### src/dac_host_pkg.sv
/*
  Constants for the parallel converter host controller: pin timing counts,
  code constants and power-down encodings.
  Assumes a 20 MHz system clock; the converter itself has no clock.
*/
// Overview of operation
// - 16-bit two-way data bus, bit 15 first line.
// - select active low; high means bus ignored.
// - write: read_not_write low around select low.
// - write data held through select rising edge.
// - tied-low select still needs load strobe pulse.
package dac_host_pkg;
  localparam int unsigned CLK_HZ = 20_000_000;
  localparam int unsigned DATA_W = 16;
  // pin timing minima in ns
  localparam int unsigned T_CS_WR_LOW_NS = 20;
  localparam int unsigned T_CS_RD_LOW_NS = 80;   // read data valid delay max
  localparam int unsigned T_RW_SETUP_NS = 30;
  localparam int unsigned T_HOLD_NS = 15;
  localparam int unsigned T_CS_HIGH_NS = 80;
  localparam int unsigned T_LD_PULSE_NS = 40;
  localparam int unsigned T_LD_TO_CS_NS = 50;
  localparam int unsigned T_RST_PULSE_NS = 40;
  localparam int unsigned T_RESET_LEVEL_HOLD_NS = 20;
  localparam int unsigned NS_PER_CLK = 1_000_000_000 / CLK_HZ;
  function automatic int unsigned cyc(input int unsigned ns);
    int unsigned c;
    c = (ns + NS_PER_CLK - 1) / NS_PER_CLK;
    return (c < 1) ? 1 : c;
  endfunction
  localparam int unsigned C_WR_LOW = cyc(T_CS_WR_LOW_NS);
  // two more cycles so the sampled bus passes the two-stage synchroniser
  localparam int unsigned C_RD_LOW = cyc(T_CS_RD_LOW_NS) + 2;
  localparam int unsigned C_SETUP = cyc(T_RW_SETUP_NS);
  localparam int unsigned C_HOLD = cyc(T_HOLD_NS);
  localparam int unsigned C_CS_HIGH = cyc(T_CS_HIGH_NS);
  localparam int unsigned C_LD_PULSE = cyc(T_LD_PULSE_NS);
  localparam int unsigned C_LD_TO_CS = cyc(T_LD_TO_CS_NS);
  localparam int unsigned C_RST_PULSE = cyc(T_RST_PULSE_NS);
  localparam int unsigned C_RST_HOLD = cyc(T_RESET_LEVEL_HOLD_NS);
  localparam int unsigned CNT_W = 4;
  // codes
  localparam logic [15:0] CODE_MIN_TWOS = 16'h8000;
  localparam logic [15:0] CODE_MID_TWOS = 16'h0000;
  localparam logic [15:0] CODE_MIN_BIN = 16'h0000;
  localparam logic [15:0] CODE_FULL_BIN = 16'hFFFF;
  // power-down encodings {sel1, sel0}
  localparam logic [1:0] PD_NORMAL = 2'h0;
  localparam logic [1:0] PD_1K = 2'h1;
  localparam logic [1:0] PD_100K = 2'h2;
  localparam logic [1:0] PD_HIZ = 2'h3;
  // command codes
  localparam logic [1:0] CMD_WRITE = 2'h0;
  localparam logic [1:0] CMD_READ = 2'h1;
  localparam logic [1:0] CMD_LOAD = 2'h2;
  localparam logic [1:0] CMD_RESET = 2'h3;
endpackage

### src/dac_host_sync.sv
/*
  Two-flip-flop synchroniser for the readback data bus.
  Assumes the bus is stable while sampled late in a read strobe.
*/
module dac_host_sync #(
  parameter int unsigned W = 16
) (
  input wire logic clk_i,
  input wire logic rst_i,
  input wire logic [W-1:0] d_i,
  output logic [W-1:0] q_o
);
  logic [W-1:0] meta_r;
  logic [W-1:0] q_r;

  always_ff @(posedge clk_i) begin
    if (rst_i) begin
      meta_r <= '0;
      q_r <= '0;
    end else begin
      meta_r <= d_i;
      q_r <= meta_r;
    end
  end

  assign q_o = q_r;
endmodule

### src/dac_host_ctrl.sv
/*
  Host-side controller for a clockless 16-bit parallel converter.
  Takes one command at a time (write, read back, load, reset) and
  sequences the select, read_not_write, load and reset pins.
  Format and power-down selects are passed from user levels.
  Assumes a single synchronous clock at 20 MHz and that the device
  is alone on its data bus.
*/
module dac_host_ctrl (
  // clock and reset
  input wire logic CLK_SYS_I,
  input wire logic RST_I,
  // user command port
  input wire logic CMD_VALID_I,
  input wire logic [1:0] CMD_I,
  input wire logic [15:0] CMD_DATA_I,
  input wire logic CMD_RESET_LEVEL_I,
  input wire logic FORMAT_I,
  input wire logic [1:0] PD_I,
  output logic CMD_READY_O,
  output logic DONE_O,
  output logic [15:0] RD_DATA_O,
  // device pins
  output logic DEV_SELECT_N_O,
  output logic READ_NOT_WRITE_O,
  input wire logic [15:0] DATA_BUS_LINES_I,
  output logic [15:0] DATA_BUS_LINES_O,
  output logic DATA_BUS_LINES_OE_O,
  output logic LOAD_OUTPUT_STROBE_O,
  output logic OUTPUT_RESET_STROBE_O,
  output logic RESET_LEVEL_SELECT_O,
  output logic CODE_FORMAT_SELECT_O,
  output logic POWERDOWN_SEL1_O,
  output logic POWERDOWN_SEL0_O
);
  localparam int unsigned CW = dac_host_pkg::CNT_W;

  typedef enum logic [2:0] {
    ST_IDLE, ST_SETUP, ST_ACTIVE, ST_HOLD, ST_GAP, ST_STROBE, ST_AFTER
  } state_e;

  state_e state_r, state_nxt;
  logic [CW-1:0] cnt_r, cnt_nxt;
  logic [1:0] cmd_r;
  logic [15:0] wdata_r;
  logic [15:0] rdata_r;
  logic sel_n_r, rnw_r, oe_r, ld_r, rs_r, rssel_r, done_r;
  logic fmt_r;
  logic [1:0] pd_r;
  logic [15:0] bus_sync;

  // readback path passes two flops before use
  dac_host_sync #(.W(dac_host_pkg::DATA_W)) u_sync (
    .clk_i(CLK_SYS_I),
    .rst_i(RST_I),
    .d_i(DATA_BUS_LINES_I),
    .q_o(bus_sync)
  );

  function automatic logic [CW-1:0] cnt_of(input int unsigned c);
    return CW'(c - 1);
  endfunction

  function automatic logic cmd_is(input logic [1:0] c,
                                  input logic [1:0] k);
    return c == k;
  endfunction

  wire take = (state_r == ST_IDLE) && CMD_VALID_I;
  // cmd_r only updates at take, so the first pin levels of a new
  // command come from the port, or they would follow the old one
  wire [1:0] cmd_cur = take ? CMD_I : cmd_r;
  wire is_write = cmd_is(cmd_cur, dac_host_pkg::CMD_WRITE);
  wire is_read = cmd_is(cmd_cur, dac_host_pkg::CMD_READ);
  wire is_load = cmd_is(cmd_cur, dac_host_pkg::CMD_LOAD);
  wire is_reset = cmd_is(cmd_cur, dac_host_pkg::CMD_RESET);
  wire is_bus_cmd = is_write || is_read;
  wire cnt_zero = (cnt_r == '0);
  wire [CW-1:0] active_len = is_read ? cnt_of(dac_host_pkg::C_RD_LOW)
                                     : cnt_of(dac_host_pkg::C_WR_LOW);
  wire [CW-1:0] strobe_len = is_load ? cnt_of(dac_host_pkg::C_LD_PULSE)
                                     : cnt_of(dac_host_pkg::C_RST_PULSE);
  wire [CW-1:0] after_len = is_load ? cnt_of(dac_host_pkg::C_LD_TO_CS)
                                    : cnt_of(dac_host_pkg::C_RST_HOLD);

  // each phase counts down to zero; n cycles load a count of n-1
  always_comb begin
    state_nxt = state_r;
    cnt_nxt = cnt_zero ? cnt_r : CW'(cnt_r - 1'b1);
    case (state_r)
      ST_IDLE: begin
        if (CMD_VALID_I) begin
          state_nxt = ST_SETUP;
          cnt_nxt = cnt_of(dac_host_pkg::C_SETUP);
        end
      end
      ST_SETUP: begin
        if (cnt_zero) begin
          state_nxt = is_bus_cmd ? ST_ACTIVE : ST_STROBE;
          cnt_nxt = is_bus_cmd ? active_len : strobe_len;
        end
      end
      ST_ACTIVE: begin
        if (cnt_zero) begin
          state_nxt = ST_HOLD;
          cnt_nxt = cnt_of(dac_host_pkg::C_HOLD);
        end
      end
      ST_HOLD: begin
        if (cnt_zero) begin
          state_nxt = ST_GAP;
          cnt_nxt = cnt_of(dac_host_pkg::C_CS_HIGH);
        end
      end
      ST_STROBE: begin
        if (cnt_zero) begin
          state_nxt = ST_AFTER;
          cnt_nxt = after_len;
        end
      end
      ST_AFTER: begin
        if (cnt_zero) begin
          state_nxt = ST_GAP;
          // strobe length doubles as the gap: nothing waits on it
          cnt_nxt = strobe_len;
        end
      end
      ST_GAP: begin
        if (cnt_zero) begin
          state_nxt = ST_IDLE;
        end
      end
      default: state_nxt = ST_IDLE;
    endcase
  end

  // pin levels decoded from next state so pins come from flops
  wire sel_n_nxt = !(is_bus_cmd && (state_nxt == ST_ACTIVE));
  // write keeps rnw low from setup through the gap; read keeps it high
  wire rnw_nxt = (state_nxt == ST_IDLE) || !is_write;
  wire oe_nxt = !is_read && is_bus_cmd &&
                (state_nxt == ST_SETUP || state_nxt == ST_ACTIVE ||
                 state_nxt == ST_HOLD);
  wire ld_nxt = is_load &&
                (state_nxt == ST_AFTER);
  wire rs_nxt = is_reset &&
                (state_nxt == ST_AFTER);
  // the synchroniser lags the pins by two edges, so the read low
  // phase is stretched by two cycles and captures on its last one
  wire capture = is_read && (state_r == ST_ACTIVE) && cnt_zero;
  wire finish = (state_r == ST_GAP) && cnt_zero;

  // command latched only at take; pin decode above looks ahead
  always_ff @(posedge CLK_SYS_I) begin
    if (RST_I) begin
      state_r <= ST_IDLE;
      cnt_r <= '0;
      cmd_r <= dac_host_pkg::CMD_LOAD;
    end else begin
      state_r <= state_nxt;
      cnt_r <= cnt_nxt;
      if (take) cmd_r <= CMD_I;
    end
  end

  always_ff @(posedge CLK_SYS_I) begin
    if (RST_I) begin
      wdata_r <= dac_host_pkg::CODE_MIN_BIN;
      rssel_r <= 1'b0;
    end else if (take) begin
      wdata_r <= CMD_DATA_I;
      // held until the next take, well past the reset strobe
      rssel_r <= CMD_RESET_LEVEL_I;
    end
  end

  always_ff @(posedge CLK_SYS_I) begin
    if (RST_I) begin
      // pins idle with select released and strobes low
      sel_n_r <= 1'b1;
      rnw_r <= 1'b1;
      oe_r <= 1'b0;
      ld_r <= 1'b0;
      rs_r <= 1'b0;
      done_r <= 1'b0;
    end else begin
      sel_n_r <= sel_n_nxt;
      rnw_r <= rnw_nxt;
      oe_r <= oe_nxt;
      ld_r <= ld_nxt;
      rs_r <= rs_nxt;
      done_r <= finish;
    end
  end

  always_ff @(posedge CLK_SYS_I) begin
    if (RST_I) begin
      rdata_r <= '0;
    end else if (capture) begin
      rdata_r <= bus_sync;
    end
  end

  // format and power-down are registered user levels
  always_ff @(posedge CLK_SYS_I) begin
    if (RST_I) begin
      fmt_r <= 1'b0;
      pd_r <= dac_host_pkg::PD_NORMAL;
    end else begin
      fmt_r <= FORMAT_I;
      pd_r <= PD_I;
    end
  end

  // a held request is taken in the first idle cycle
  assign CMD_READY_O = (state_r == ST_IDLE);
  assign DONE_O = done_r;
  assign RD_DATA_O = rdata_r;
  assign DEV_SELECT_N_O = sel_n_r;
  assign READ_NOT_WRITE_O = rnw_r;
  assign DATA_BUS_LINES_O = wdata_r;
  assign DATA_BUS_LINES_OE_O = oe_r;
  assign LOAD_OUTPUT_STROBE_O = ld_r;
  assign OUTPUT_RESET_STROBE_O = rs_r;
  assign RESET_LEVEL_SELECT_O = rssel_r;
  assign CODE_FORMAT_SELECT_O = fmt_r;
  assign POWERDOWN_SEL1_O = pd_r[1];
  assign POWERDOWN_SEL0_O = pd_r[0];
endmodule

### config.mk
export PLATFORM = sky130hd
export DESIGN_NAME = dac_host_ctrl
export DESIGN_NICKNAME = d
export VERILOG_FILES = /design/src/dac_host_pkg.sv /design/src/dac_host_sync.sv /design/src/dac_host_ctrl.sv
export SDC_FILE = /design/constraint.sdc
export NUM_CORES = 1
export LEC_CHECK = 0
export BUFFER_PORTS_ARGS = -buffer_cell sky130_fd_sc_hd__buf_2
export CAP_MARGIN = 15
export CORE_MARGIN = 4
export CORE_UTILIZATION = 55
export DETAILED_ROUTE_END_ITERATION = 10
export PLACE_DENSITY = 0.89
export SLEW_MARGIN = 20
export SYNTH_ARGS = -nofsm -noshare
export SYNTH_HDL_FRONTEND = slang
export SYNTH_SLANG_ARGS = --single-unit
### constraint.sdc
create_clock -name CLK_SYS_I -period 4.2 [get_ports CLK_SYS_I]
set_clock_uncertainty 0.05 [all_clocks]
set_input_delay 0.42 -clock CLK_SYS_I [delete_from_list [all_inputs] [get_ports CLK_SYS_I]]
set_output_delay 0.42 -clock CLK_SYS_I [all_outputs]
set_load 0.01 [all_outputs]
After elaboration in Yosys (flattened, before gate mapping)
Index checks and enable logic that the tools add are counted.
{"block": "totals", "memories": 0, "latch_bits": 0, "rom_bits": 0, "out_inout_bits": 43, "mem_bits_rw": 0, "regBits": 83, "in_bits": 41}
{"block": "op_classes", "bitwise": 0, "reduce_logical": 22, "div_mod_pow": 0, "n_eq_ne": 13, "muxes": 17, "multipliers": 0, "addsub": 1, "order_cmp": 0, "n_shift": 0}
{"op": "$mux 3", "n": 7}
{"op": "$mux 4", "n": 5}
{"op": "$pmux 3 s6", "n": 1}
{"op": "$pmux 4 s4", "n": 1}
{"op": "$eq 3x2->1 const B", "n": 4}
{"op": "$eq 3x3->1 const B", "n": 4}
{"op": "$logic_and 1x1->1", "n": 9}
{"op": "$eq 3x1->1 const B", "n": 2}
{"op": "$logic_not 3->1", "n": 2}
{"op": "$mux 2", "n": 3}
{"op": "$eq 2x2->1 const B", "n": 2}
{"op": "$logic_not 4->1", "n": 1}
{"op": "$logic_or 1x1->1", "n": 4}
{"op": "$sub 4x1->4 const B", "n": 1}
{"op": "$logic_not 1->1", "n": 3}
{"op": "$reduce_or 3->1", "n": 1}
{"op": "$eq 2x1->1 const B", "n": 1}
{"op": "$logic_not 2->1", "n": 1}
{"op": "$reduce_or 2->1", "n": 1}

Longest topological paths before layout
Gate-level depths: netlist of the first run.
{"block": "logic_depth", "depth_word": 12, "depth_mapped": 9}

Modules after synthesis
A second synthesis of the first run with hierarchy kept.
{"block": "unflattened", "hier_cells": 303, "hier_area_um2": 2977.9}
{"module": "dac_host_ctrl", "instances": 1, "cells_per_inst": 236, "area_each_um2": 2114.5}
{"module": "dac_host_sync", "instances": 1, "cells_per_inst": 67, "area_each_um2": 863.3}

Worst setup path before layout of the first run
No wires, ideal clock.
{"block": "synth_timing", "kind": "register -> register", "startpoint": "register cnt_r[0]", "endpoint": "register cnt_r[0]", "path_slack_ns": 1.919, "t_arrival_ns": 2.160, "n_path_buf": 0, "required_time_ns": 4.079, "path_stages_with_launch": 9, "setup_ns": 0.071, "period_less_slack_ns": 2.281, "path_cell_list": "dfxtp_1 inv_1 ha_1 nor3b_1 inv_1 ha_1 or3b_2 a32o_1 a21oi_1"}
{"block": "synth_between", "elab_chain_len": 4, "word_cells_on_any_way": 8, "classes_between": "add/sub (1); mux (6); reduce/logical (1)"}
{"element": "start, declared", "line_no": "dac_host_ctrl.sv:43", "source": "logic [CW-1:0] cnt_r, cnt_nxt;"}
{"element": "start signal, assigned", "line_no": "dac_host_ctrl.sv:161", "source": "cnt_r <= cnt_nxt;"}
{"element": "$sub 4x1->4 or $logic_not 4->1 (tied branches)", "line_no": "dac_host_ctrl.sv:89, dac_host_ctrl.sv:78"}
{"element": "$mux 4", "line_no": "dac_host_ctrl.sv:89", "source": "cnt_nxt = cnt_zero ? cnt_r : CW'(cnt_r - 1'b1);"}
{"element": "$mux 4 (on tied branches)"}
{"element": "$pmux 4 s4 *", "line_no": "dac_host_ctrl.sv:90", "source": "case (state_r)"}
Every way passes the cells marked *; elsewhere a longest branch is shown, timed or not.
A chain may end at the register's enable or synchronous reset.

Final worst setup path of the first run
Ends and elaborated chain as after synthesis.

==> reports/results.txt, run 1 <==
DRT iter0 DRCs: 153
Achievable Freq: 439.0 MHz
Crit-path max cell delay: 0.43 ns
Worst-Margin Slew: 0.8911 ns
Crit-path cells: inv_1, ha_1, nor3b_1, buf_4, inv_1, ha_1, or3b_2, a32o_1, a21oi_1
HPWL Detailed: 3.930 mm
Final wirelength: 5.745 mm
ANT cells: 0
CP Capture Type: flop
Nets@finish: 427
Setup tns final: 0 ns
Pwr Total: 2.215 mW
Finished Core Util: 70.90%
Antenna violations before repair: 0
GR Util All Layers: 17.85%
Port Buffers: 83
H-Tree Depth: 3
Run status: completed
Min-delay worst type: input pin to flop
Critical path launch point type: flop
Hold Buf Count CTS: 0
Final Hold Viols: 0
Main flop type after synthesis: dfxtp_1
Die footprint: 0.006658 mm^2
GP Congestion: 0.8350
WL per Instance: 12.54 um
Mapped Cells: 307
Clk Latency, worst-skew pair: 0.34 ns
Final Cycle Share: 54.24%
Synth warn: 0
Cell area after synthesis: 0.002979 mm^2
P_leak: 1.732 nW
#FFs+latches synth: 83
Share of layout cells above drive strength 1: 27.84%
CTS tree: built
Unrepaired setup endpoints after global routing: no
Synth cell types: 43
Die Span Y: 81.60 um
Endpoints failing setup: 0
Vias: 2281
GRT overflow: 0
Clock buffer count from CTS: 9
Area Growth Syn to Fin: 23.10%
Most frequent cells in the layout: 83 x dfxtp_1, 83 x buf_2, 42 x nor2b_1
Synth async-reset ratio: 0%
Vias in the first global route: 2085
Postcts setup bufs: 0
Syn Area/Cell: 9.704 um^2
Worst Path Max Fanout: 14
Residual DRC: 0
FP Rows: 26
Max VDD drop: 315.2 uV
Largest net degree at the start of global routing: 51
Die Wd: 81.60 um
Syn nets: 351
First-pass detailed-route iteration total: 6
Final slew viol count: 0
Global-route wire length before repair: 9.101 mm
Critical Path RT: 4.43 ns
Worst setup path category: flop to flop
Seq/Total Area, Yosys: 55.77%
IO Count: 84
Post-synth EDFFs: 0
Core Box Area: 0.005172 mm^2
DR vias/cell: 4.980
CTS Buffer Depth: 2
Critical path arrival: 2.51 ns
Clk sinks: 83
Relative slew margins: 40.59%
DRT antenna net count: 0
Initial Utilization: 57.60%
Pwr dens: 604.1 mW/mm^2
Tmin final: 2.278 ns
Clk slew on worst S/H paths: 0.08 ns
CTS root buf: clkbuf_8
Max-cap viol count: 0
Cts repair resizes: 0
CP max stage cell: or3b_2
==> worst max-delay path, delay by kind of cell (launching register included) <==
family | cells | cell delay [ns]
AND/OR/NAND/NOR | 2 | 0.62
flip-flops | 1 | 0.34
adder cells (fa/ha/maj) | 2 | 0.39
AO/OA/AOI/OAI | 2 | 0.38
buffers and inverters | 3 | 0.44
==> cell families (layout without fill, tap and decap cells) <==
group                      after synthesis  in the layout  synth area share (%)
AOI/OAI and AO/OA                       48             48                 10.12
adders and majority gates                3              3                 1.260
buffers and inverters                   27            108                 4.074
DFF                                     83             83                 55.77
muxes                                   17             17                 5.712
and+or+nand+nor                        129            129                 23.06
==> cell usage after synthesis (all sizes together) (2+ instances only) <==
cell type / number / area share, %
nand3: 2 / 0.34
ha: 3 / 1.3
o21ai: 5 / 0.84
nand4: 2 / 0.63
buf: 10 / 1.9
a211oi: 2 / 0.50
dfxtp: 83 / 56
nor2b: 42 / 8.8
nor2: 24 / 3.0
a21oi: 26 / 4.5
a211o: 2 / 0.59
inv: 6 / 0.76
nand2: 36 / 4.5
o211ai: 2 / 0.50
or3: 3 / 0.63
mux2i: 17 / 5.7
and2: 2 / 0.42
nor3b: 2 / 0.67
clkbuf: 11 / 1.4
nand2b: 3 / 0.63
nand3b: 3 / 0.76
nor3: 5 / 0.84
==> flip-flops by register name, indices dropped and copies added (netlist names) <==
| signal | cells |
|---|---|
| DONE_O | 1 |
| LOAD_OUTPUT_STROBE_O | 1 |
| DEV_SELECT_N_O | 1 |
| u_sync.q_o | 16 |
| DATA_BUS_LINES_O | 16 |
| state_r | 3 |
| OUTPUT_RESET_STROBE_O | 1 |
| DATA_BUS_LINES_OE_O | 1 |
| u_sync.meta_r | 16 |
| READ_NOT_WRITE_O | 1 |
| cmd_r | 2 |
| pd_r | 2 |
| CODE_FORMAT_SELECT_O | 1 |
| cnt_r | 4 |
| RESET_LEVEL_SELECT_O | 1 |
| RD_DATA_O | 16 |
==> stage by stage <==
step / instance area (um^2) / cells / hold WS [ns] / setup slack (ns)
6_report: 3667 / 458 / 0.2318 / 1.922
5_1_grt: 3667 / 458 / 0.2112 / 1.708
4_1_cts: 3656 / 457 / 0.2170 / 1.837
3_5_place_dp: 3407 / 441 / 0.3726 / 1.845
3_3_place_gp: 3407 / 441 / 0.3662 / 1.928
2_1_floorplan: 2979 / 307 / 0.3638 / 1.919
==> report_power, final <==
group	internal [mW]	switching (mW)	leakage, nW
registers	0.869	0.0873	0.680
logic	0.250	0.325	0.934
clock network	0.400	0.284	0.118
total	1.52	0.697	1.73
==> layout make-up <==
type                    count  area (um^2)
clock inverters             7        125.1
flip-flops and latches     83         1662
clock buffers               9        123.9
well taps                  70        87.58
inverters                   6        22.52
multi-input cells         197         1205
fillers                   401         1505
repair buffers             86        441.7
==> metal layers <==
layer | track usage (%) | vias to the layer above | wire, um
met1 | 20.84 | 1015 | 2453
met3 | 6.250 | 9 | 521
met5 | 0 | - | 0
met4 | 6.312 | 0 | 55
met2 | 30.37 | 87 | 2714
li1 | - | 1170 | -
==> path summary, 6_finish.rpt <==
kind	from	to	slack [ns]	depth (start not counted)
worst max-delay path	cnt_r[0]	cnt_r[0]	1.92	9
worst max register to register	cnt_r[0]	cnt_r[0]	1.92	9
worst min-delay path	PD_I[1]	pd_r[1]	0.23	2
worst min register to register	u_sync.meta_r[9]	u_sync.q_o[9]	0.39	1
Power figures use the tool's default switching activity.
==> run 2, diff against run 1 <==
--- a/config.mk
+++ b/config.mk
@@ -5,12 +5,13 @@
 export SDC_FILE = /design/constraint.sdc
 export NUM_CORES = 1
 export LEC_CHECK = 0
+export ABC_AREA = 1
 export BUFFER_PORTS_ARGS = -buffer_cell sky130_fd_sc_hd__buf_2
 export CAP_MARGIN = 15
 export CORE_MARGIN = 4
-export CORE_UTILIZATION = 55
+export CORE_UTILIZATION = 46
 export DETAILED_ROUTE_END_ITERATION = 10
-export PLACE_DENSITY = 0.89
+export PLACE_DENSITY = 0.79
 export SLEW_MARGIN = 20
 export SYNTH_ARGS = -nofsm -noshare
 export SYNTH_HDL_FRONTEND = slang
==> constraint.sdc (replaced) <==
create_clock -name CLK_SYS_I -period 1.9 [get_ports CLK_SYS_I]
set_clock_uncertainty 0.05 [all_clocks]
set_input_delay 0.19 -clock CLK_SYS_I [delete_from_list [all_inputs] [get_ports CLK_SYS_I]]
set_output_delay 0.19 -clock CLK_SYS_I [all_outputs]
set_load 0.01 [all_outputs]
==> run 2 against run 1 <==
Net effect: utilization is 9.0 points lower; cell count is 31% higher; setup slack got worse by 1.8 ns; non-clock buffer count up 23; global-route usage shrank 0.63 points; first-iteration DRC count rose by 1.3%; sequential share of layout area fell by 3.7 points; flip-flop and latch count is the same; critical path depth is 5 lower; sequential power grew 120%; worst hold slack lost 0.20 ns; critical path type is now flop to output port; critical endpoint is now CMD_READY_O; highest routed layer unchanged.
==> reports/results.txt, run 2 <==
Antenna violations before repair: 0
Comb pwr share: 33.1%
GRT overflow: 0
Most heavily used metal layer in global routing: met2
Reg2reg setup slack: 0.18 ns
DP Area: 0.003591 mm^2
Seq/Total Area, Yosys: 53.66%
Die Wd: 90.05 um
Worst setup path category: flop to output port
Critical path launch point type: flop
Final slew viol count: 0
Port Buffers: 83
Switch share: 36.00%
Die footprint: 0.008109 mm^2
IO Count: 84
Final wirelength: 6.845 mm
FP Rows: 29
ANT cells: 0
HPWL Detailed: 4.544 mm
CTS Buffer Depth: 2
Largest net degree at the start of global routing: 56
Tmin final: 1.766 ns
Most common cell in the synthesized netlist: nor2_1
Met2 GRT Util: 28.06%
Most frequent cells in the layout: 86 x nor2_1, 83 x nand2_1, 83 x buf_2
Critical Path RT: 1.66 ns
Cell area after synthesis: 0.003097 mm^2
Finished Core Util: 61.91%
Global-route wire length before repair: 11.66 mm
Clock share of power: 26.8%
Min Hold Slack: 0.03673 ns
Commonest non-fill, non-tap cell in the layout: nor2_1
Residual DRC: 0
Top cells by count, synth: 86 x nor2_1, 84 x nand2_1, 83 x dfxtp_1
Largest delay share family, worst path: buffers and inverters
Worst Path Max Fanout: 18
Min-delay worst type: input pin to flop
Final Hold Viols: 0
Synth cell types: 20
DRT iter0 DRCs: 155
Clk sinks: 83
#FFs+latches synth: 83
Vias in the first global route: 2540
Hold path endpoint: u_sync.meta_r[6]
DRT antenna net count: 0
Global-route track usage on met1: 21.67%
Area Growth Syn to Fin: 29.13%
Design Area, Final: 0.003999 mm^2
Xor-xnor portion of the synthesized cell area: 0.5657%
Core Box Area: 0.006459 mm^2
Internal power: 3.343 mW
Clk Latency, worst-skew pair: 0.34 ns
Synth Area in Adders: 1.212%
Critical path arrival: 1.53 ns
Synth warn: 0
Reg-to-Reg End: RD_DATA_O[1]
Clock buffer count from CTS: 9
H-Tree Depth: 3
# fillers: 587
Synth area leaders: dfxtp_1 54%, nor2_1 10%, nand2_1 10%
Sequential power share: 40.1%
First-pass detailed-route iteration total: 4
Hold Path Depth: 3
Max-cap viol count: 0
Relative slew margins: 64.03%
Crit-path max cell delay: 0.32 ns
Post-Synth Simple-Gate Area: 28.73%
Die Span Y: 90.05 um
Mux contribution to synthesized area: 0%
Worst reg2reg path depth: 10
Global-route met3 utilization: 5.342%
Synth async-reset ratio: 0%
Initial Utilization: 47.95%
Syn nets: 462
Crit-path cells: buf_4, nor3_2, buf_4, buf_2
Achievable Freq: 566.3 MHz
Mapped Cells: 418
CP max stage cell: dfxtp_1
Pwr dens: 1306 mW/mm^2
Run status: completed
Nets@finish: 562
Postcts setup bufs: 0
Syn Area/Cell: 7.408 um^2
Post-synth EDFFs: 0
Final Cycle Share: 92.93%
Switching power: 1.880 mW
CTS tree: built
Endpoints failing setup: 0
Hold_sp: DATA_BUS_LINES_I[6]
Top cell by count, worst path: buf_4
Share of layout cells above drive strength 1: 22.56%
WL per Instance: 11.41 um
Main flop type after synthesis: dfxtp_1
Area leader, netlist: dfxtp_1
RR Startpoint: state_r[1]
Largest family of logic cells by synthesized area: simple AND/OR/NAND/NOR gates
Compound-Gate Fraction of Synth Area: 4.283%
Bufs and invs on worst path: 3
Unrepaired setup endpoints after global routing: yes
P_leak: 2.027 nW
Vias: 2741
DR vias/cell: 4.568
Max VDD drop: 706.0 uV
Share of the synthesized area in the top cell type: 53.66%
GR Util All Layers: 17.22%
Worst-Margin Slew: 0.5395 ns
GP Congestion: 0.8592
CTS root buf: clkbuf_8
Clk slew on worst S/H paths: 0.08 ns
CP Capture Type: output port
run 2: cell types whose count changed in the layout (fill, tap and decap cells not counted), sizes merged, moves of 3 or more:
| cell | delta |
|---|---|
| nor2b | -42 |
| or3 | -3 |
| inv | +65 |
| nor2 | +63 |
| mux2i | -17 |
| a21oi | -4 |
| nand3 | +35 |
| nand2b | -3 |
| nand3b | -3 |
| buf | +5 |
| dlygate4sd3 | +18 |
| nand2 | +48 |
run 2: per-stage QoR:
step                      worst slack, ns  total power [mW]  instances  setup TNS (ns)
final                              0.1342             5.223        600               0
after global routing            -0.008913             5.587        600       -0.008913
after CTS                         0.08113             5.226        600               0
after detailed placement          0.08892             3.803        566               0
after global placement             0.1864             3.757        566               0
after floorplan                    0.2957             3.313        418               0
run 2: layout make-up:
class	count	area [um^2]	share of cell area, %
Sequential cell	83	1664	41.61
Clock inverter	7	98.84	2.472
Clock buffer	9	123.9	3.098
Inverter	70	262.8	6.571
Timing Repair Buffer	109	668.1	16.71
Tap cell	77	96.34	2.409
Multi-Input combinational cell	245	1085	27.13
run 2: worst max-delay path by stage:
stage / start / to / slack, ns / cells past startpoint
floorplan: cnt_r[0] / DATA_BUS_LINES_OE_O / 0.30 / 9
global placement: state_r[0] / RD_DATA_O[12] / 0.19 / 10
detailed placement: cnt_r[0] / DATA_BUS_LINES_OE_O / 0.09 / 12
CTS: cnt_r[0] / DATA_BUS_LINES_OE_O / 0.08 / 12
global route: cnt_r[0] / READ_NOT_WRITE_O / -0.009 / 10
finish: state_r[2] / CMD_READY_O / 0.13 / 4
run 2: logic make-up (layout without fill, tap and decap cells):
logic type,Yosys count,in the layout
adders and majority gates,3,3
buffers and inverters,90,195
xor gates and xnor gates,2,2
and+or+nand+nor,214,214
DFF,83,83
AOI/OAI and AO/OA,26,26
run 2: routing by layer:
metal  vias to the layer above  share of wire (%)
li1                       1451                  -
met1                      1205                 45
met2                        79                 48
met3                         6                6.6
met4                         0               0.91
met5                         -                  0
run 2: worst reg2reg max path, cell delays in order, from the launching register on:
cell     delay [ns]
dfxtp_1        0.49
nor2_4         0.09
nand3_2        0.14
nand2_1        0.08
nand2_1        0.12
inv_2          0.08
nor3_4         0.20
buf_12         0.20
nand2_1        0.08
nand2_1        0.06
nor2_1         0.04
run 2: power by group through the flow:
| stage | Clock [mW] | Combinational [mW] | Sequential [mW] |
|---|---|---|---|
| 3_3_place_gp | 0 | 1.64 | 2.12 |
| 5_1_grt | 1.51 | 1.96 | 2.12 |
| 4_1_cts | 1.43 | 1.71 | 2.09 |
| 6_report | 1.40 | 1.73 | 2.10 |
| 3_5_place_dp | 0 | 1.68 | 2.13 |
| 2_1_floorplan | 0 | 1.17 | 2.14 |
run 2: timing repair:
| action | 4_1_cts | 5_1_grt |
|---|---|---|
| setup endpoints to repair | 0 | 22 |
| hold buffers | 18 | 0 |
| resized for setup | 0 | 3 |
| endpoints found under the hold margin | 18 | 0 |
